$ cat config.mk
export PLATFORM = sky130hd
export DESIGN_NAME = twmc_top
export DESIGN_NICKNAME = d
export VERILOG_FILES = /design/src/logic/twmc_pkg.sv /design/src/logic/twmc_top.sv
export SDC_FILE = /design/constraint.sdc
export NUM_CORES = 1
export LEC_CHECK = 0
export BUFFER_PORTS_ARGS = -buffer_cell sky130_fd_sc_hd__buf_2
export CAP_MARGIN = 20
export CORE_AREA = 2 2 188 190
export DETAILED_ROUTE_END_ITERATION = 6
export DIE_AREA = 0 0 190 192
export HOLD_SLACK_MARGIN = 0.12
export PLACE_DENSITY = 0.5
export SLEW_MARGIN = 0
export SYNTH_ARGS = -nofsm -noshare
export SYNTH_HDL_FRONTEND = slang
export SYNTH_SLANG_ARGS = --single-unit
$ cat constraint.sdc
create_clock -name I_CLK_SYS -period 4.7 [get_ports I_CLK_SYS]
set_input_delay 0.94 -clock I_CLK_SYS [delete_from_list [all_inputs] [get_ports I_CLK_SYS]]
set_output_delay 0.94 -clock I_CLK_SYS [all_outputs]
set_load 0.01 [all_outputs]
$ cat src/logic/twmc_pkg.sv
// Constants and types of the waveform-mode timer channel.
// Assumes an AHB-Lite slave window decoded on the low address byte.
package twmc_pkg;
    // Register byte offsets inside the channel window
    localparam logic [7:0] TWMC_CTRL_OFS = 8'h60;
    localparam logic [7:0] TWMC_MODE_OFS = 8'h64;
    localparam logic [7:0] TWMC_STAT_OFS = 8'h70;
    localparam logic [7:0] TWMC_CNT_OFS = 8'h80;
    localparam logic [7:0] TWMC_RA_OFS = 8'h84;
    localparam logic [7:0] TWMC_RB_OFS = 8'h88;
    localparam logic [7:0] TWMC_RC_OFS = 8'h8c;
    // Control register command bits
    localparam int TWMC_CTL_CLK_ON = 1;
    localparam int TWMC_CTL_CLK_OFF = 2;
    localparam int TWMC_CTL_SOFT = 3;
    // Status register bit positions
    localparam int TWMC_ST_OVF = 0;
    localparam int TWMC_ST_CMPA = 2;
    localparam int TWMC_ST_CMPB = 3;
    localparam int TWMC_ST_CMPC = 4;
    localparam int TWMC_ST_EVT = 7;
    localparam int TWMC_ST_CLKON = 8;
    localparam int TWMC_ST_LVLA = 9;
    localparam int TWMC_ST_LVLB = 10;
    localparam int TWMC_ST_CHGB = 16;
    localparam int TWMC_ST_CHGA = 17;
    localparam int TWMC_ST_CHGX = 18;
    // Prescaler taps giving core clock /2, /8, /32, /128, /1024
    localparam int TWMC_PRE_W = 10;
    localparam int TWMC_TAP2 = 0;
    localparam int TWMC_TAP8 = 2;
    localparam int TWMC_TAP32 = 4;
    localparam int TWMC_TAP128 = 6;
    localparam int TWMC_TAP1024 = 9;
    // Values after reset, and the counter maximum
    localparam logic [31:0] TWMC_MODE_RST = 32'h0000_0000;
    localparam logic [15:0] TWMC_CNT_RST = 16'h0000;
    localparam logic [15:0] TWMC_CMP_RST = 16'hffff;
    localparam logic [15:0] TWMC_CNT_MAX = 16'hffff;
    typedef enum logic [1:0] {
        TWMC_ACT_NONE, TWMC_ACT_SET, TWMC_ACT_CLR, TWMC_ACT_TGL
    } twmc_act_t;
    typedef enum logic [1:0] {
        TWMC_EDG_NONE, TWMC_EDG_RISE, TWMC_EDG_FALL, TWMC_EDG_BOTH
    } twmc_edge_t;
    // Mode register layout, most significant field first
    typedef struct packed {
        twmc_act_t pin_b_on_soft_trigger;
        twmc_act_t pin_b_on_event;
        twmc_act_t pin_b_on_compare_c;
        twmc_act_t pin_b_on_compare_b;
        twmc_act_t pin_a_on_soft_trigger;
        twmc_act_t pin_a_on_event;
        twmc_act_t pin_a_on_compare_c;
        twmc_act_t pin_a_on_compare_a;
        logic waveform_mode;
        logic compare_c_restart_enable;
        logic spare;
        logic event_restart_enable;
        logic [1:0] event_source_select;
        twmc_edge_t event_edge_select;
        logic compare_c_gates_off_clock;
        logic compare_c_halts_counter;
        logic [1:0] burst_select;
        logic count_edge_invert;
        logic [2:0] counter_clock_select;
    } twmc_mode_t;
    // Bus request held from address phase into data phase
    typedef struct packed {
        logic wr;
        logic [7:0] addr;
    } twmc_req_t;
endpackage

$ cat src/logic/twmc_top.sv
// Waveform-mode timer channel: counter clocking, compare, events, pins.
// Assumes AHB-Lite single word transfers and pin inputs synchronous to
// the core clock.
//
// Design decision made here: the AHB-Lite interface to the registers.
`timescale 1ns/10ps
//
// Behaviour
// (RULE1) Select field picks divided or external clock
// (RULE2) Invert bit chooses falling count edge
// (RULE3) Burst field ANDs external line with clock
// (RULE4) Compare C may halt; trigger restarts at zero
// (RULE5) Halting compare C ignores its own trigger
// (RULE6) Compare C may gate clock; command re-enables
// (RULE7) Edge field picks none, rise, fall, both
// (RULE8) Detected event sets event trigger flag
// (RULE9) Event restarts counter when restart bit set
// (RULE10) Source field picks pin B or external line
// (RULE11) Pin B source: single waveform, B inactive
// (RULE12) External source: both pins are outputs
// (RULE13) Triggers start counter only with clock on
// (RULE14) Compare C restarts counter when bit set
// (RULE15) Action codes none, set, clear, toggle
// (RULE16) Pin A has four separate action fields
// (RULE17) Pin A priority: soft, event, C, A
// (RULE18) Pin B fields act only as output
// (RULE19) Pin B priority: soft, event, C, B
// (RULE20) Status read clears the sticky flags
// (RULE21) Overflow flag set on wrap past maximum
// (RULE22) Status mirrors pin levels and clock on
// (RULE23) Change bits read zero after a change
// (RULE24) Event during status read keeps flag set
module twmc_top
    import twmc_pkg::*;
(
    input wire logic I_CLK_SYS, // Core clock, 125 MHz
    input wire logic I_ARST_N, // Asynchronous reset, active low
    input wire logic I_HSEL, // Slave select
    input wire logic [31:0] I_HADDR, // Byte address
    input wire logic [1:0] I_HTRANS, // Transfer type
    input wire logic I_HWRITE, // Write when high
    input wire logic [2:0] I_HSIZE, // Word transfers only
    input wire logic [31:0] I_HWDATA, // Write data
    input wire logic I_HREADY, // Bus ready
    output logic [31:0] O_HRDATA, // Read data
    output logic O_HREADYOUT, // Slave ready
    output logic O_HRESP, // Always OKAY
    input wire logic [2:0] I_EXT_CLK_LINE, // External clock lines 0..2
    input wire logic I_WAVE_PIN_A, // Pin A level
    output logic O_WAVE_PIN_A, // Pin A drive value
    output logic O_WAVE_PIN_A_OE_N, // Pin A enable, low drives
    input wire logic I_WAVE_PIN_B, // Pin B level
    output logic O_WAVE_PIN_B, // Pin B drive value
    output logic O_WAVE_PIN_B_OE_N // Pin B enable, low drives
);
    twmc_mode_t mode_q;
    twmc_req_t req_q;
    logic req_vld_q;
    logic [15:0] ra_q, rb_q, rc_q, cnt_q;
    logic [15:0] cnt_d;
    logic run_q, run_d, on_q, on_d, pend_q, pend_d;
    logic upd_q, upd_d, ovf_d;
    logic [TWMC_PRE_W-1:0] pre_q;
    logic gclk_q, evl_q, pa_q, pb_q;
    logic [2:0] xl_q;
    logic [7:0] flg_q;
    logic [2:0] chg_q;
    logic pin_a_q, pin_b_q, oe_b_n_q;
    logic [31:0] rdata_q;

    // Address phase and data phase qualifiers
    wire take = I_HSEL && I_HTRANS[1] && I_HREADY;
    wire [7:0] aaddr = I_HADDR[7:0];
    wire wr_en = req_vld_q && req_q.wr;
    wire wr_ctrl = wr_en && (req_q.addr == TWMC_CTRL_OFS);
    wire wr_mode = wr_en && (req_q.addr == TWMC_MODE_OFS);
    wire wr_ra = wr_en && (req_q.addr == TWMC_RA_OFS);
    wire wr_rb = wr_en && (req_q.addr == TWMC_RB_OFS);
    wire wr_rc = wr_en && (req_q.addr == TWMC_RC_OFS);
    wire rd_stat = take && !I_HWRITE && (aaddr == TWMC_STAT_OFS);
    wire sw_trg = wr_ctrl && I_HWDATA[TWMC_CTL_SOFT];
    wire cmd_off = wr_ctrl && I_HWDATA[TWMC_CTL_CLK_OFF];
    wire cmd_on = wr_ctrl && I_HWDATA[TWMC_CTL_CLK_ON] && !cmd_off;

    // Counter clock source and burst gate
    wire [2:0] csel = mode_q.counter_clock_select;
    wire src_clk = (csel == 3'h0) ? pre_q[TWMC_TAP2] :
                   (csel == 3'h1) ? pre_q[TWMC_TAP8] :
                   (csel == 3'h2) ? pre_q[TWMC_TAP32] :
                   (csel == 3'h3) ? pre_q[TWMC_TAP128] :
                   (csel == 3'h4) ? pre_q[TWMC_TAP1024] :
                   (csel == 3'h5) ? I_EXT_CLK_LINE[0] :
                   (csel == 3'h6) ? I_EXT_CLK_LINE[1] :
                   I_EXT_CLK_LINE[2]; // [RULE1]
    wire [1:0] bsel = mode_q.burst_select;
    wire bgate = (bsel == 2'h0) ? 1'b1 :
                 I_EXT_CLK_LINE[bsel - 2'h1]; // [RULE3]
    wire gclk = src_clk && bgate; // [RULE3]
    // Edges are seen one core cycle late; fine since the fastest tap
    // toggles at half the core rate.
    wire tick = mode_q.count_edge_invert ? (gclk_q && !gclk) :
                (gclk && !gclk_q); // [RULE2]

    // External event source and edge detector
    wire [1:0] esel = mode_q.event_source_select;
    wire single = (esel == 2'h0); // [RULE11]
    wire evl = single ? I_WAVE_PIN_B :
               I_EXT_CLK_LINE[esel - 2'h1]; // [RULE10]
    wire ev_r = evl && !evl_q;
    wire ev_f = !evl && evl_q;
    wire ev = (mode_q.event_edge_select == TWMC_EDG_RISE) ? ev_r :
              (mode_q.event_edge_select == TWMC_EDG_FALL) ? ev_f :
              (mode_q.event_edge_select == TWMC_EDG_BOTH) ?
              (ev_r || ev_f) : 1'b0; // [RULE7]

    // Compare events, one cycle after the counter takes a new value
    wire cmp_a = upd_q && (cnt_q == ra_q);
    wire cmp_b = upd_q && (cnt_q == rb_q) && !single; // [RULE11]
    wire cmp_c = upd_q && (cnt_q == rc_q);
    wire c_halt = mode_q.compare_c_halts_counter ||
                  mode_q.compare_c_gates_off_clock;
    wire c_trg = cmp_c && mode_q.compare_c_restart_enable &&
                 !c_halt; // [RULE14] [RULE5]
    wire e_trg = ev && mode_q.event_restart_enable; // [RULE9]
    wire trg = sw_trg || e_trg || c_trg;

    // Counter, run and clock-enable next state
    always_comb begin
        cnt_d = cnt_q;
        run_d = run_q;
        on_d = on_q;
        pend_d = pend_q;
        upd_d = 1'b0;
        ovf_d = 1'b0;
        if (trg && on_q) begin
            pend_d = 1'b1; // [RULE13]
        end
        if (tick && on_q) begin
            if (pend_q) begin
                cnt_d = TWMC_CNT_RST; // [RULE4]
                run_d = 1'b1;
                pend_d = 1'b0;
                upd_d = 1'b1;
            end else if (run_q) begin
                cnt_d = cnt_q + 16'h0001;
                upd_d = 1'b1;
                ovf_d = (cnt_q == TWMC_CNT_MAX); // [RULE21]
            end
        end
        // A stop on compare C wins over any restart in the same cycle
        if (cmp_c && c_halt) begin
            run_d = 1'b0; // [RULE4] [RULE5]
            pend_d = 1'b0;
        end
        if (cmp_c && mode_q.compare_c_gates_off_clock) begin
            on_d = 1'b0; // [RULE6]
        end
        if (cmd_off) begin
            on_d = 1'b0;
        end else if (cmd_on) begin
            on_d = 1'b1; // [RULE6]
        end
        if (!on_d) begin
            pend_d = 1'b0;
        end
    end

    // Pin action: one event acts, chosen by fixed priority
    function automatic logic act(input logic lvl, input twmc_act_t c);
        case (c)
            TWMC_ACT_SET: act = 1'b1;
            TWMC_ACT_CLR: act = 1'b0;
            TWMC_ACT_TGL: act = !lvl;
            default: act = lvl;
        endcase // [RULE15]
    endfunction
    wire twmc_act_t a_code = sw_trg ? mode_q.pin_a_on_soft_trigger :
                             ev ? mode_q.pin_a_on_event :
                             cmp_c ? mode_q.pin_a_on_compare_c :
                             cmp_a ? mode_q.pin_a_on_compare_a :
                             TWMC_ACT_NONE; // [RULE16] [RULE17]
    wire twmc_act_t b_code = sw_trg ? mode_q.pin_b_on_soft_trigger :
                             ev ? mode_q.pin_b_on_event :
                             cmp_c ? mode_q.pin_b_on_compare_c :
                             cmp_b ? mode_q.pin_b_on_compare_b :
                             TWMC_ACT_NONE; // [RULE19]
    wire pin_a_d = act(pin_a_q, a_code);
    wire pin_b_d = single ? pin_b_q : act(pin_b_q, b_code); // [RULE18]

    // Sticky flags; set terms win over the clear from a status read
    wire [7:0] flg_set = {ev, 2'b00, cmp_c, cmp_b, cmp_a, 1'b0, ovf_d};
    wire [7:0] flg_d = (flg_q & {8{!rd_stat}}) | flg_set; // [RULE24]
    wire [2:0] chg_set = {(|(I_EXT_CLK_LINE ^ xl_q)),
                          I_WAVE_PIN_A ^ pa_q, I_WAVE_PIN_B ^ pb_q};
    wire [2:0] chg_d = (chg_q & {3{!rd_stat}}) | chg_set; // [RULE20]

    // Status word as software sees it
    wire [31:0] stat_w = {13'h0000, ~chg_q, 5'h00,
                          I_WAVE_PIN_B, I_WAVE_PIN_A, on_q,
                          flg_q}; // [RULE22] [RULE23]
    wire [31:0] rd_mux = (aaddr == TWMC_STAT_OFS) ? stat_w :
                         (aaddr == TWMC_MODE_OFS) ? mode_q :
                         (aaddr == TWMC_CNT_OFS) ? {16'h0000, cnt_q} :
                         (aaddr == TWMC_RA_OFS) ? {16'h0000, ra_q} :
                         (aaddr == TWMC_RB_OFS) ? {16'h0000, rb_q} :
                         (aaddr == TWMC_RC_OFS) ? {16'h0000, rc_q} :
                         32'h0000_0000;

    // Bus slave: read data latched at the address phase edge
    always_ff @(posedge I_CLK_SYS or negedge I_ARST_N) begin
        if (!I_ARST_N) begin
            req_vld_q <= 1'b0;
            req_q <= '0;
            rdata_q <= 32'h0000_0000;
        end else begin
            req_vld_q <= take;
            req_q <= '{wr: I_HWRITE, addr: aaddr};
            if (take && !I_HWRITE) begin
                rdata_q <= rd_mux;
            end
        end
    end

    // Software-written registers
    always_ff @(posedge I_CLK_SYS or negedge I_ARST_N) begin
        if (!I_ARST_N) begin
            mode_q <= TWMC_MODE_RST;
            ra_q <= TWMC_CMP_RST;
            rb_q <= TWMC_CMP_RST;
            rc_q <= TWMC_CMP_RST;
        end else begin
            if (wr_mode) begin
                mode_q <= I_HWDATA;
            end
            if (wr_ra) begin
                ra_q <= I_HWDATA[15:0];
            end
            if (wr_rb) begin
                rb_q <= I_HWDATA[15:0];
            end
            if (wr_rc) begin
                rc_q <= I_HWDATA[15:0];
            end
        end
    end

    // Prescaler and edge history
    always_ff @(posedge I_CLK_SYS or negedge I_ARST_N) begin
        if (!I_ARST_N) begin
            pre_q <= '0;
            gclk_q <= 1'b0;
            evl_q <= 1'b0;
            pa_q <= 1'b0;
            pb_q <= 1'b0;
            xl_q <= 3'h0;
        end else begin
            pre_q <= pre_q + 10'h001;
            gclk_q <= gclk;
            evl_q <= evl;
            pa_q <= I_WAVE_PIN_A;
            pb_q <= I_WAVE_PIN_B;
            xl_q <= I_EXT_CLK_LINE;
        end
    end

    // Counter state and flags
    always_ff @(posedge I_CLK_SYS or negedge I_ARST_N) begin
        if (!I_ARST_N) begin
            cnt_q <= TWMC_CNT_RST;
            run_q <= 1'b0;
            on_q <= 1'b0;
            pend_q <= 1'b0;
            upd_q <= 1'b0;
            flg_q <= 8'h00;
            chg_q <= 3'h0;
        end else begin
            cnt_q <= cnt_d;
            run_q <= run_d;
            on_q <= on_d;
            pend_q <= pend_d;
            upd_q <= upd_d;
            flg_q <= flg_d; // [RULE8] [RULE21] [RULE20]
            chg_q <= chg_d;
        end
    end

    // Waveform pins; pin B turns into an input in single waveform
    always_ff @(posedge I_CLK_SYS or negedge I_ARST_N) begin
        if (!I_ARST_N) begin
            pin_a_q <= 1'b0;
            pin_b_q <= 1'b0;
            oe_b_n_q <= 1'b1;
        end else begin
            pin_a_q <= pin_a_d;
            pin_b_q <= pin_b_d;
            oe_b_n_q <= single; // [RULE11] [RULE12]
        end
    end

    assign O_HRDATA = rdata_q;
    assign O_HREADYOUT = I_ARST_N | 1'b1;
    assign O_HRESP = 1'b0;
    assign O_WAVE_PIN_A = pin_a_q;
    assign O_WAVE_PIN_A_OE_N = 1'b0;
    assign O_WAVE_PIN_B = pin_b_q;
    assign O_WAVE_PIN_B_OE_N = oe_b_n_q;
endmodule

==> metrics.log, run 1 <==
INFO  metric status = completed
INFO  metric setup_viol = 0
INFO  metric cts_resized = 0
INFO  metric syn_inst = 733
INFO  metric grt_pass1_vias = 6,013
INFO  metric netlist_top_cells_area = sky130_fd_sc_hd__dfrtp_1 37%, sky130_fd_sc_hd__dfstp_2 15%, sky130_fd_sc_hd__mux2_2 11%
INFO  metric synth_seq_cells = 173
INFO  metric starting_density = 24.7%
INFO  metric insertion_delay = 0.44 ns
INFO  metric crit_fanout = 4
INFO  metric die_area = 36,500 µm²
INFO  metric flow.area_growth_from_synthesis = 17.3%
INFO  metric finalWeightedCongestion = 0.766
INFO  metric detail_route.wirelength = 23,200 µm
INFO  metric synthesis.yosys.warnings = 0
INFO  metric grt_first_pass_wirelength = 36,100 µm
INFO  metric synth-edff-count = 0
INFO  metric die_height = 192 µm
INFO  metric detail_route.vias_per_cell = 4.66
INFO  metric numCtsBuffers = 17
INFO  metric timing.critical_path.required = 5.02 ns
INFO  metric dr.pass1.iters = 5
INFO  metric post-synth-top-area-fraction = 36.6%
INFO  metric finalHoldViolations = 0
INFO  metric p_sw = 0.00103 W
INFO  metric maxCapViolCount = 0
INFO  metric clkSlewWorstSetupHoldPaths = 0.07 ns
INFO  metric antennaDiodeCount = 0
INFO  metric sw_frac_of_total = 28.4%
INFO  metric hpwl = 16,800 µm
INFO  metric grt_remaining_overflow = 0
INFO  metric dominantRegCellSynth = sky130_fd_sc_hd__dfrtp_1
INFO  metric netlist.top_cell.by_area = sky130_fd_sc_hd__dfrtp_1
INFO  metric timing.clock.skew = 0.0111 ns
INFO  metric finalMaxSlewViolations = 0
INFO  metric postCtsHoldBufs = 0
INFO  metric async_flop_share = 100%
INFO  metric comb_power_share = 12.9%
INFO  metric initial_antenna_violation_count = 4
INFO  metric worst_min_delay_path_category = reg2reg
INFO  metric final.setup.worst_slack = 1.44 ns
INFO  metric top_level_ports = 117
INFO  metric placed_cells_incl_taps = 1,230
INFO  metric count_of_input_and_output_buffers = 85
INFO  metric gr-usage-all-layers = 13.2%
INFO  metric max-clock-path-buffers = 2
INFO  metric share_seq_of_total_power = 48.1%
INFO  metric post_drt_antenna_nets = 0
INFO  metric setup.worst_path.start_class = flop
INFO  metric min_period_over_period = 69.3%
INFO  metric timing.fmax = 307 MHz
INFO  metric final_hold_slack = 0.460 ns
INFO  metric dp_worst_setup_slack = 1.15 ns
INFO  metric power.internal = 0.00260 W
INFO  metric power_per_cell_area = 366 nW/µm²
INFO  metric endpoint_kind = flop
INFO  metric placeableCoreArea = 34,300 µm²
INFO  metric synth-seq-area-share = 51.8%
INFO  metric timing.slew.headroom = 25.4%
INFO  metric clock_sink_count = 173
INFO  metric cts_tree = done
INFO  metric detail_route.wl_per_cell = 18.4 µm
INFO  metric yosysUniqueCellTypes = 57
INFO  metric drive_above_1_share = 35.2%
INFO  metric grt_start_max_net_pins = 98
INFO  metric drc = 0
INFO  metric cts-htree-levels = 4
INFO  metric power_frac_clock = 39.0%
INFO  metric timing.final.crit_period = 3.26 ns
INFO  metric fin_tns_setup = 0 ns
INFO  metric detailedRoute.firstIterationViolations = 354
INFO  metric std_cell_rows = 68
INFO  metric vias = 5,880
INFO  metric cellLeakagePower = 4.41 nW
INFO  metric critPathKind = reg2reg
INFO  metric tightest_pin_transition = 1.12 ns
INFO  metric synth_area = 8470 µm²
INFO  metric fin_cells = 1,262
INFO  metric ir_drop = 259 µV
INFO  metric cts_setup_buffers = 0
INFO  metric grt_setup_unrepaired = no
INFO  metric die_w = 190 µm
INFO  metric final_nets = 879
INFO  metric average_cell_area_after_synthesis = 11.6 µm²
INFO  metric cp.arrival = 3.57 ns
INFO  metric root_buffer = sky130_fd_sc_hd__clkbuf_16
## power groups by stage
stage	Clock (W)	Combinational (W)	Sequential, W
6_report	0.00142	0.000468	0.00175
5_1_grt	0.00151	0.000520	0.00177
2_1_floorplan	0	0.000357	0.00167
3_5_place_dp	0	0.000475	0.00177
4_1_cts	0.00146	0.000477	0.00175
3_3_place_gp	0	0.000472	0.00177
## worst max-delay path, stage by stage (launching register included)
cell and delay (ns):
sky130_fd_sc_hd__dfrtp_1 0.37, sky130_fd_sc_hd__inv_1 0.08, sky130_fd_sc_hd__ha_1 0.32, sky130_fd_sc_hd__mux2i_1 0.18, sky130_fd_sc_hd__nor2_1 0.05, sky130_fd_sc_hd__a31oi_1 0.24, sky130_fd_sc_hd__o21a_1 0.17, sky130_fd_sc_hd__inv_1 0.06
sky130_fd_sc_hd__ha_1 0.26, sky130_fd_sc_hd__nand2b_1 0.08, sky130_fd_sc_hd__a21boi_0 0.16, sky130_fd_sc_hd__nor3_1 0.35, sky130_fd_sc_hd__or4b_2 0.61, sky130_fd_sc_hd__o211ai_1 0.11, sky130_fd_sc_hd__nand3_1 0.08
## path summary, 6_finish.rpt
check	startpoint	endpoint	slack (ns)	depth (start not counted)
worst max-delay path	esel[0]$_DFFE_PN0P_	O_WAVE_PIN_B$_DFFE_PN0P_	1.44	14
worst min-delay path	O_HRDATA[26]$_DFFE_PN0P_	O_HRDATA[26]$_DFFE_PN0P_	0.46	2
worst max register to register	esel[0]$_DFFE_PN0P_	O_WAVE_PIN_B$_DFFE_PN0P_	1.44	14
worst min register to register	O_HRDATA[26]$_DFFE_PN0P_	O_HRDATA[26]$_DFFE_PN0P_	0.46	2
max in group asynchronous	I_ARST_N	rb_q[12]$_DFFE_PN1P_	3.16	2
min in group asynchronous	I_ARST_N	pre_q[5]$_DFF_PN0_	0.54	1
## stage by stage
| stage | util [%] | area (µm²) | power [W] |
|---|---|---|---|
| after CTS | 29.0 | 9930 | 0.00368 |
| after detailed placement | 27.3 | 9350 | 0.00225 |
| after global routing | 29.0 | 9930 | 0.00379 |
| after global placement | 27.3 | 9350 | 0.00224 |
| after floorplan | - | 8470 | 0.00203 |
| final | 29.0 | 9930 | 0.00363 |
## logic make-up after synthesis
family          count (synthesis)  synth area share (%)
flops                         173                  51.8
buf+inv                        73                  3.59
fa+ha+maj                       6                 0.886
xor+xnor                       62                  6.41
mux                           107                  16.4
compound gates                 77                  6.90
other cells                     2                0.0887
simple gates                  233                  13.9
## area by class of cell
type	instances	area (µm²)
Clock buffer	19	443
Clock inverter	13	139
Fill cell	3585	24400
Inverter	20	75.1
Multi-Input combinational cell	488	3800
Sequential cell	173	4390
Tap cell	455	569
Timing Repair Buffer	94	512
## layout by cell type (no fill, tap or decap), drive strengths merged, types with 4 or more instances in the layout
cell type / Yosys / final
xor2: 41 / 41
buf: 11 / 94
a222oi: 10 / 10
nand3: 32 / 32
dfrtp: 124 / 124
o21ai: 18 / 18
o31ai: 7 / 7
mux2: 80 / 80
or2: 5 / 5
nor2b: 9 / 9
nand2b: 5 / 5
nand2: 74 / 74
mux2i: 10 / 10
mux4: 17 / 17
inv: 20 / 24
and4: 4 / 4
nor2: 38 / 38
nor3b: 5 / 5
a221oi: 9 / 9
a21oi: 7 / 7
and2: 5 / 5
xnor2: 21 / 21
and3: 8 / 8
nand4: 9 / 9
nor3: 8 / 8
a221o: 7 / 7
clkbuf: 42 / 19
clkinv: 0 / 6
ha: 6 / 6
nor4: 17 / 17
dfstp: 49 / 49
## cell usage after synthesis, types with 3 or more instances
library cell	n
sky130_fd_sc_hd__a21o_1	3
sky130_fd_sc_hd__a21oi_1	7
sky130_fd_sc_hd__a221o_1	7
sky130_fd_sc_hd__a221oi_1	9
sky130_fd_sc_hd__a222oi_1	10
sky130_fd_sc_hd__and2_1	5
sky130_fd_sc_hd__and3_1	8
sky130_fd_sc_hd__and4_1	4
sky130_fd_sc_hd__buf_1	3
sky130_fd_sc_hd__buf_2	3
sky130_fd_sc_hd__buf_4	3
sky130_fd_sc_hd__clkbuf_1	42
sky130_fd_sc_hd__dfrtp_1	124
sky130_fd_sc_hd__dfstp_2	49
sky130_fd_sc_hd__ha_1	6
sky130_fd_sc_hd__inv_1	20
sky130_fd_sc_hd__mux2_2	80
sky130_fd_sc_hd__mux2i_1	9
sky130_fd_sc_hd__mux4_2	17
sky130_fd_sc_hd__nand2_1	74
sky130_fd_sc_hd__nand2b_1	5
sky130_fd_sc_hd__nand3_1	32
sky130_fd_sc_hd__nand4_1	9
sky130_fd_sc_hd__nor2_1	38
sky130_fd_sc_hd__nor2b_1	9
sky130_fd_sc_hd__nor3_1	8
sky130_fd_sc_hd__nor3b_1	5
sky130_fd_sc_hd__nor4_1	17
sky130_fd_sc_hd__nor4b_1	3
sky130_fd_sc_hd__nor4bb_1	3
sky130_fd_sc_hd__o21ai_0	18
sky130_fd_sc_hd__o31ai_1	7
sky130_fd_sc_hd__or2_2	5
sky130_fd_sc_hd__or4_1	3
sky130_fd_sc_hd__xnor2_1	21
sky130_fd_sc_hd__xor2_1	41
## metal layers
layer	share of wire, %	track usage, %
met1	45	16.7
met2	49	22.3
met3	4.5	3.25
met4	1.3	3.58
met5	0.24	0
## flip-flops by register name, summed over array words and instances (netlist names), 2 cells and up
register  count
flg_q         8
rc_q         16
esel          2
mode_q       25
xl_q          3
ra_q         16
req_q         9
pre_q        10
cnt_q        16
chg_q         3
rb_q         16
csel          3
O_HRDATA     32
bsel          2
No activity file was read; power rests on OpenSTA's default activity.
==> run 2, diff against run 1 <==
--- a/config.mk
+++ b/config.mk
@@ -11,7 +11,7 @@
 export DETAILED_ROUTE_END_ITERATION = 6
 export DIE_AREA = 0 0 190 192
 export HOLD_SLACK_MARGIN = 0.12
-export PLACE_DENSITY = 0.5
+export PLACE_DENSITY = 0.51
 export SLEW_MARGIN = 0
 export SYNTH_ARGS = -nofsm -noshare
 export SYNTH_HDL_FRONTEND = slang
==> constraint.sdc (replaced) <==
create_clock -name I_CLK_SYS -period 2.96 [get_ports I_CLK_SYS]
set_input_delay 0.592 -clock I_CLK_SYS [delete_from_list [all_inputs] [get_ports I_CLK_SYS]]
set_output_delay 0.592 -clock I_CLK_SYS [all_outputs]
set_load 0.01 [all_outputs]
==> run 2 against run 1 <==
Net effect:
- first-iteration DRC count decreased by 2.5%
- power increased by 62%
- via count increased by 2.2%
- cell area increased by 2.5%
- flip-flop and latch count unchanged
- largest cell class unchanged
==> metrics.log, run 2 (synthesis results as in run 1) <==
INFO  metric vias = 6,010
INFO  metric flow.area_growth_from_synthesis = 20.2%
INFO  metric cp.arrival = 3.03 ns
INFO  metric die_height = 192 µm
INFO  metric clock_sink_count = 173
INFO  metric sw_frac_of_total = 28.2%
INFO  metric grt_pass1_vias = 6,170
INFO  metric final_nets = 903
INFO  metric drive_above_1_share = 38.1%
INFO  metric cts_tree = done
INFO  metric numCtsBuffers = 17
INFO  metric insertion_delay = 0.44 ns
INFO  metric setup.worst_path.start_class = flop
INFO  metric cellLeakagePower = 4.55 nW
INFO  metric status = completed
INFO  metric post_drt_antenna_nets = 0
INFO  metric timing.critical_path.required = 3.26 ns
INFO  metric grt_start_max_net_pins = 70
INFO  metric detail_route.wl_per_cell = 18.2 µm
INFO  metric grt_setup_unrepaired = no
INFO  metric timing.final.crit_period = 2.73 ns
INFO  metric detail_route.vias_per_cell = 4.67
INFO  metric detailedRoute.firstIterationViolations = 345
INFO  metric dp_worst_setup_slack = -0.0228 ns
INFO  metric hpwl = 17,000 µm
INFO  metric die_area = 36,500 µm²
INFO  metric layout.cells.most_common = sky130_fd_sc_hd__dfrtp_1
INFO  metric std_cell_rows = 68
INFO  metric starting_density = 24.7%
INFO  metric gr_peak_layer = met2
INFO  metric postCtsHoldBufs = 0
INFO  metric worst_min_delay_path_category = in2async
INFO  metric detail_route.wirelength = 23,400 µm
INFO  metric multi_input_area = 3830 µm²
INFO  metric critPathKind = reg2reg
INFO  metric min_period_over_period = 92.2%
INFO  metric dr.pass1.iters = 7
INFO  metric final.setup.worst_slack = 0.231 ns
INFO  metric r2r_slack = 0.23 ns
INFO  metric fin_cells = 1,287
INFO  metric count_of_input_and_output_buffers = 85
INFO  metric drc = 0
INFO  metric power_per_cell_area = 578 nW/µm²
INFO  metric timing.reg2reg.worst_path_depth = 15
INFO  metric max-clock-path-buffers = 2
INFO  metric timing.rr.end = O_WAVE_PIN_B$_DFFE_PN0P_
INFO  metric placed_cells_incl_taps = 1,252
INFO  metric tightest_pin_transition = 0.786 ns
INFO  metric comb_power_share = 14.4%
INFO  metric gr-usage-met1 = 17.4%
INFO  metric sequential_cell_area = 4390 µm²
INFO  metric grt_first_pass_wirelength = 36,500 µm
INFO  metric r2r_path_start = esel[0]$_DFFE_PN0P_
INFO  metric timing.fmax = 366 MHz
INFO  metric fin_tns_setup = 0 ns
INFO  metric setup_viol = 0
INFO  metric clkSlewWorstSetupHoldPaths = 0.07 ns
INFO  metric worst_setup_path_startpoint = esel[0]$_DFFE_PN0P_
INFO  metric p_sw = 0.00166 W
INFO  metric top_level_ports = 117
INFO  metric maxCapViolCount = 0
INFO  metric placeableCoreArea = 34,300 µm²
INFO  metric number_of_flip_flops_under_the_largest_register_name = 32
INFO  metric n_fill_cell = 3,504
INFO  metric met2_usage = 21.4%
INFO  metric worstSetupEndpoint = O_WAVE_PIN_B$_DFFE_PN0P_
INFO  metric root_buffer = sky130_fd_sc_hd__clkbuf_16
INFO  metric crit_fanout = 3
INFO  metric endpoint_kind = flop
INFO  metric die_w = 190 µm
INFO  metric power.internal = 0.00423 W
INFO  metric timing.clock.skew = 0.0169 ns
INFO  metric finalWeightedCongestion = 0.816
INFO  metric initial_antenna_violation_count = 4
INFO  metric cts-htree-levels = 4
INFO  metric grt_remaining_overflow = 0
INFO  metric finalHoldViolations = 0
INFO  metric design_power_total = 0.00588 W
INFO  metric met3_usage = 3.18%
INFO  metric power_frac_clock = 39.5%
INFO  metric gr-usage-all-layers = 13.3%
INFO  metric ir_drop = 403 µV
INFO  metric most_used_cells_in_the_layout_excluding_fill_and_tap_cells = 124 x sky130_fd_sc_hd__dfrtp_1, 84 x sky130_fd_sc_hd__buf_2, 80 x sky130_fd_sc_hd__mux2_2
INFO  metric timing.slew.headroom = 47.6%
INFO  metric finalMaxSlewViolations = 0
INFO  metric fin_util = 29.7%
INFO  metric share_seq_of_total_power = 46.1%
-- run 2: how the worst min path moves through the flow --
stage / depth (start not counted) / endpoint / from
floorplan: 0 / O_HRDATA[0]$_DFFE_PN0P_ / I_ARST_N
global placement: 2 / O_HRDATA[19]$_DFFE_PN0P_ / O_HRDATA[19]$_DFFE_PN0P_
detailed placement: 2 / O_HRDATA[29]$_DFFE_PN0P_ / O_HRDATA[29]$_DFFE_PN0P_
CTS: 1 / mode_q[21]$_DFFE_PN0P_ / I_ARST_N
global route: 1 / mode_q[21]$_DFFE_PN0P_ / I_ARST_N
finish: 1 / O_HRDATA[20]$_DFFE_PN0P_ / I_ARST_N
-- run 2: area by class of cell --
cell class | count | share of cell area (%)
antenna | 1 | 0.0246
clock buffer | 21 | 4.94
clock inverter | 11 | 1.13
inverter | 20 | 0.737
multi-input combinational | 488 | 37.6
sequential | 173 | 43.1
tap | 455 | 5.59
timing repair buffer | 118 | 6.80
-- run 2: power by group through the flow --
stage	clock (W)	combinational [W]	sequential, W
6_report	0.00232	0.000848	0.00271
5_1_grt	0.00249	0.000944	0.00274
4_1_cts	0.00239	0.000852	0.00271
3_5_place_dp	0	0.000842	0.00276
3_3_place_gp	0	0.000838	0.00275
2_1_floorplan	0	0.000567	0.00266
-- run 2: layer usage --
metal	share of wire, %	routed length [µm]
met1	46	10700
met2	48	11200
met3	4.4	1040
met4	2.0	473
met5	0.13	30
-- run 2: through the flow --
stage          cell area (µm²)  hold WS (ns)
2_1_floorplan             8470         0.296
3_3_place_gp              9510         0.446
3_5_place_dp              9510         0.455
4_1_cts                  10200         0.187
5_1_grt                  10200         0.208
6_report                 10200         0.172
-- run 2: timing repair --
action	4_1_cts	5_1_grt
pin swaps	2	2
buffers inserted	1	1
endpoints found under the setup margin	1	1
hold endpoints to repair	0	0
resized for setup	3	6
-- run 2: worst max-delay path: stages, from the launching register on --
cell,delay (ns)
sky130_fd_sc_hd__dfrtp_1,0.35
sky130_fd_sc_hd__inv_1,0.08
sky130_fd_sc_hd__ha_4,0.27
sky130_fd_sc_hd__mux2i_1,0.18
sky130_fd_sc_hd__nor2_1,0.05
sky130_fd_sc_hd__a31oi_1,0.16
sky130_fd_sc_hd__o21a_2,0.19
sky130_fd_sc_hd__inv_2,0.05
sky130_fd_sc_hd__ha_1,0.25
sky130_fd_sc_hd__nand2b_1,0.15
sky130_fd_sc_hd__a21boi_2,0.18
sky130_fd_sc_hd__buf_4,0.15
sky130_fd_sc_hd__nor2_1,0.05
sky130_fd_sc_hd__o311a_1,0.34
sky130_fd_sc_hd__o211ai_1,0.08
sky130_fd_sc_hd__nand3_1,0.08
==> run 3, diff against run 2 <==
--- a/config.mk
+++ b/config.mk
@@ -5,13 +5,13 @@
 export SDC_FILE = /design/constraint.sdc
 export NUM_CORES = 1
 export LEC_CHECK = 0
-export BUFFER_PORTS_ARGS = -buffer_cell sky130_fd_sc_hd__buf_2
 export CAP_MARGIN = 20
 export CORE_AREA = 2 2 188 190
 export DETAILED_ROUTE_END_ITERATION = 6
 export DIE_AREA = 0 0 190 192
+export DONT_BUFFER_PORTS = 1
 export HOLD_SLACK_MARGIN = 0.12
-export PLACE_DENSITY = 0.51
+export PLACE_DENSITY = 0.48
 export SLEW_MARGIN = 0
 export SYNTH_ARGS = -nofsm -noshare
 export SYNTH_HDL_FRONTEND = slang
==> run 3 against run 2 <==
Net effect:
- the flow now finishes with violations (negative hold slack)
- clock-buffer cell count stayed put
- combinational power shrank 23%
- die area stayed put
- worst hold slack worse by 0.31 ns
- first-iteration DRC count is 17% higher
- global-route usage hardly changed
- clock power barely moved
- register-to-register slack worse by 0.07 ns
- critical endpoint unchanged
- largest power group unchanged
==> metrics.log, run 3 (synthesis results as in run 1) <==
INFO  metric max-clock-path-buffers = 2
INFO  metric die_w = 190 µm
INFO  metric initial_antenna_violation_count = 1
INFO  metric design_power_total = 0.00571 W
INFO  metric dpl-instance-area = 9020 µm²
INFO  metric final_design_area_no_fill = 9660 µm²
INFO  metric setup.worst_path.start_class = flop
INFO  metric comb_power_share = 11.4%
INFO  metric std_cell_rows = 68
INFO  metric r2r_slack = 0.17 ns
INFO  metric dr.pass1.iters = 5
INFO  metric clock_sink_count = 173
INFO  metric n_fill_cell = 3,573
INFO  metric starting_density = 24.7%
INFO  metric insertion_delay = 0.43 ns
INFO  metric crit_fanout = 2
INFO  metric drive_above_1_share = 29.6%
INFO  metric detail_route.wirelength = 23,600 µm
INFO  metric failed_checks = negative hold slack
INFO  metric finalMaxSlewViolations = 0
INFO  metric clkSlewWorstSetupHoldPaths = 0.06 ns
INFO  metric post_drt_antenna_nets = 0
INFO  metric finalHoldViolations = 124
INFO  metric critical-path-slowest-cell = sky130_fd_sc_hd__or4b_2
INFO  metric grt_remaining_overflow = 0
INFO  metric grt_start_max_net_pins = 174
INFO  metric sequential_cell_area = 4390 µm²
INFO  metric detail_route.vias_per_cell = 4.74
INFO  metric numCtsBuffers = 17
INFO  metric min_period_over_period = 94.4%
INFO  metric drc = 0
INFO  metric timing.critical_path.slowest_cell_delay = 0.60 ns
INFO  metric worst_min_delay_path_category = in2async
INFO  metric timing.fmax = 358 MHz
INFO  metric die_height = 192 µm
INFO  metric maxCapViolCount = 0
INFO  metric power.internal = 0.00418 W
INFO  metric p_sw = 0.00152 W
INFO  metric cts-htree-levels = 4
INFO  metric root_buffer = sky130_fd_sc_hd__clkbuf_16
INFO  metric grt_first_pass_wirelength = 36,400 µm
INFO  metric ir_drop = 304 µV
INFO  metric layout.cells.most_common = sky130_fd_sc_hd__dfrtp_1
INFO  metric number_of_flip_flops_under_the_largest_register_name = 32
INFO  metric count_of_input_and_output_buffers = 0
INFO  metric sw_frac_of_total = 26.7%
INFO  metric multi_input_area = 3820 µm²
INFO  metric top_level_ports = 117
INFO  metric endpoint_kind = flop
INFO  metric tightest_pin_transition = 0.619 ns
INFO  metric power_per_cell_area = 591 nW/µm²
INFO  metric status = finished with violations
INFO  metric gr-usage-all-layers = 13.3%
INFO  metric final_nets = 811
INFO  metric r2r_path_start = esel[0]$_DFFE_PN0P_
INFO  metric setup_viol = 0
INFO  metric cp.arrival = 3.10 ns
INFO  metric detail_route.wl_per_cell = 19.8 µm
INFO  metric most_used_cells_in_the_layout_excluding_fill_and_tap_cells = 124 x sky130_fd_sc_hd__dfrtp_1, 80 x sky130_fd_sc_hd__mux2_2, 74 x sky130_fd_sc_hd__nand2_1
INFO  metric power_frac_clock = 40.3%
INFO  metric cellLeakagePower = 4.12 nW
INFO  metric flow.area_growth_from_synthesis = 14.0%
INFO  metric finalWeightedCongestion = 0.771
INFO  metric hpwl = 16,700 µm
INFO  metric final.setup.worst_slack = 0.166 ns
INFO  metric ordered_list_of_cells_on_the_worst_path = inv_2 > ha_4 > mux2i_1 > nor2_1 > a31oi_1 > o21a_1 > inv_1 > ha_1 > nand2b_1 > a21boi_2 > nor3_2 > or4b_2 > o211ai_1 > nand3_1
INFO  metric timing.slew.headroom = 58.7%
INFO  metric timing.reg2reg.worst_path_depth = 14
INFO  metric timing.critical_path.required = 3.26 ns
INFO  metric timing.clock.skew = 0.00921 ns
INFO  metric antennaDiodeCount = 0
INFO  metric critPathKind = reg2reg
INFO  metric dp_worst_setup_slack = 0.0405 ns
INFO  metric share_seq_of_total_power = 48.2%
INFO  metric cts_tree = done
INFO  metric die_area = 36,500 µm²
INFO  metric placeableCoreArea = 34,300 µm²
INFO  metric final_hold_slack = -0.142 ns
INFO  metric vias = 5,654
INFO  metric timing.rr.end = O_WAVE_PIN_B$_DFFE_PN0P_
INFO  metric detailedRoute.firstIterationViolations = 402
INFO  metric timing.final.crit_period = 2.79 ns
INFO  metric grt_pass1_vias = 5,699
run 3: through the flow:
stage / TNS [ns] / hold WS (ns) / instances / utilization (%)
floorplan: 0 / 0.296 / 734 / -
global placement: 0 / 0.303 / 1159 / 26.3
detailed placement: 0 / 0.303 / 1159 / 26.3
CTS: 0 / -0.156 / 1191 / 28.0
global route: -0.0337 / -0.165 / 1194 / 28.2
finish: 0 / -0.142 / 1194 / 28.2
run 3: critical path, delay by kind of cell, from the launching register on:
family          cells  cell delay, ns
simple gates        5            0.98
fa+ha+maj           2            0.52
mux                 1            0.18
buf+inv             2            0.12
flops               1            0.36
compound gates      4            0.49
run 3: metal layers:
metal | share of wire, % | global-route usage [%] | vias up | routed length [µm]
met5 | 0 | 0 | - | 0
met4 | 1.3 | 3.01 | 0 | 308
met3 | 6.0 | 3.62 | 20 | 1420
met2 | 47 | 21.9 | 142 | 11200
met1 | 45 | 17.6 | 2895 | 10700
li1 | - | - | 2597 | -
run 3: power groups by stage:
stage	combinational, W	sequential (W)	clock [W]
after global placement	0.000642	0.00279	0
final	0.000652	0.00275	0.00230
after floorplan	0.000567	0.00266	0
after global routing	0.000708	0.00278	0.00245
after detailed placement	0.000645	0.00280	0
after CTS	0.000650	0.00276	0.00235
run 3: cell type report:
cell class              instances  share of cell area (%)
flip-flops and latches        173                    45.5
clock inverters                11                    1.48
well taps                     455                    5.90
repair buffers                 26                    2.15
multi-input cells             488                    39.6
clock buffers                  21                    4.66
inverters                      20                   0.777
run 3: worst max path at each step:
| stage | from | end | slack, ns |
|---|---|---|---|
| 2_1_floorplan | esel[0]$_DFFE_PN0P_ | O_WAVE_PIN_B$_DFFE_PN0P_ | 0.12 |
| 3_3_place_gp | esel[0]$_DFFE_PN0P_ | O_WAVE_PIN_B$_DFFE_PN0P_ | 0.003 |
| 3_5_place_dp | esel[0]$_DFFE_PN0P_ | O_WAVE_PIN_B$_DFFE_PN0P_ | 0.04 |
| 4_1_cts | esel[0]$_DFFE_PN0P_ | O_WAVE_PIN_B$_DFFE_PN0P_ | 0.01 |
| 5_1_grt | esel[1]$_DFFE_PN0P_ | O_WAVE_PIN_B$_DFFE_PN0P_ | -0.03 |
| 6_report | esel[0]$_DFFE_PN0P_ | O_WAVE_PIN_B$_DFFE_PN0P_ | 0.17 |
run 3: timing repair:
| item | in CTS | in global routing |
|---|---|---|
| gates resized for setup | 0 | 5 |
| hold endpoints to repair | 173 | 173 |
| setup endpoints to repair | 0 | 1 |
| buffers inserted | 0 | 3 |
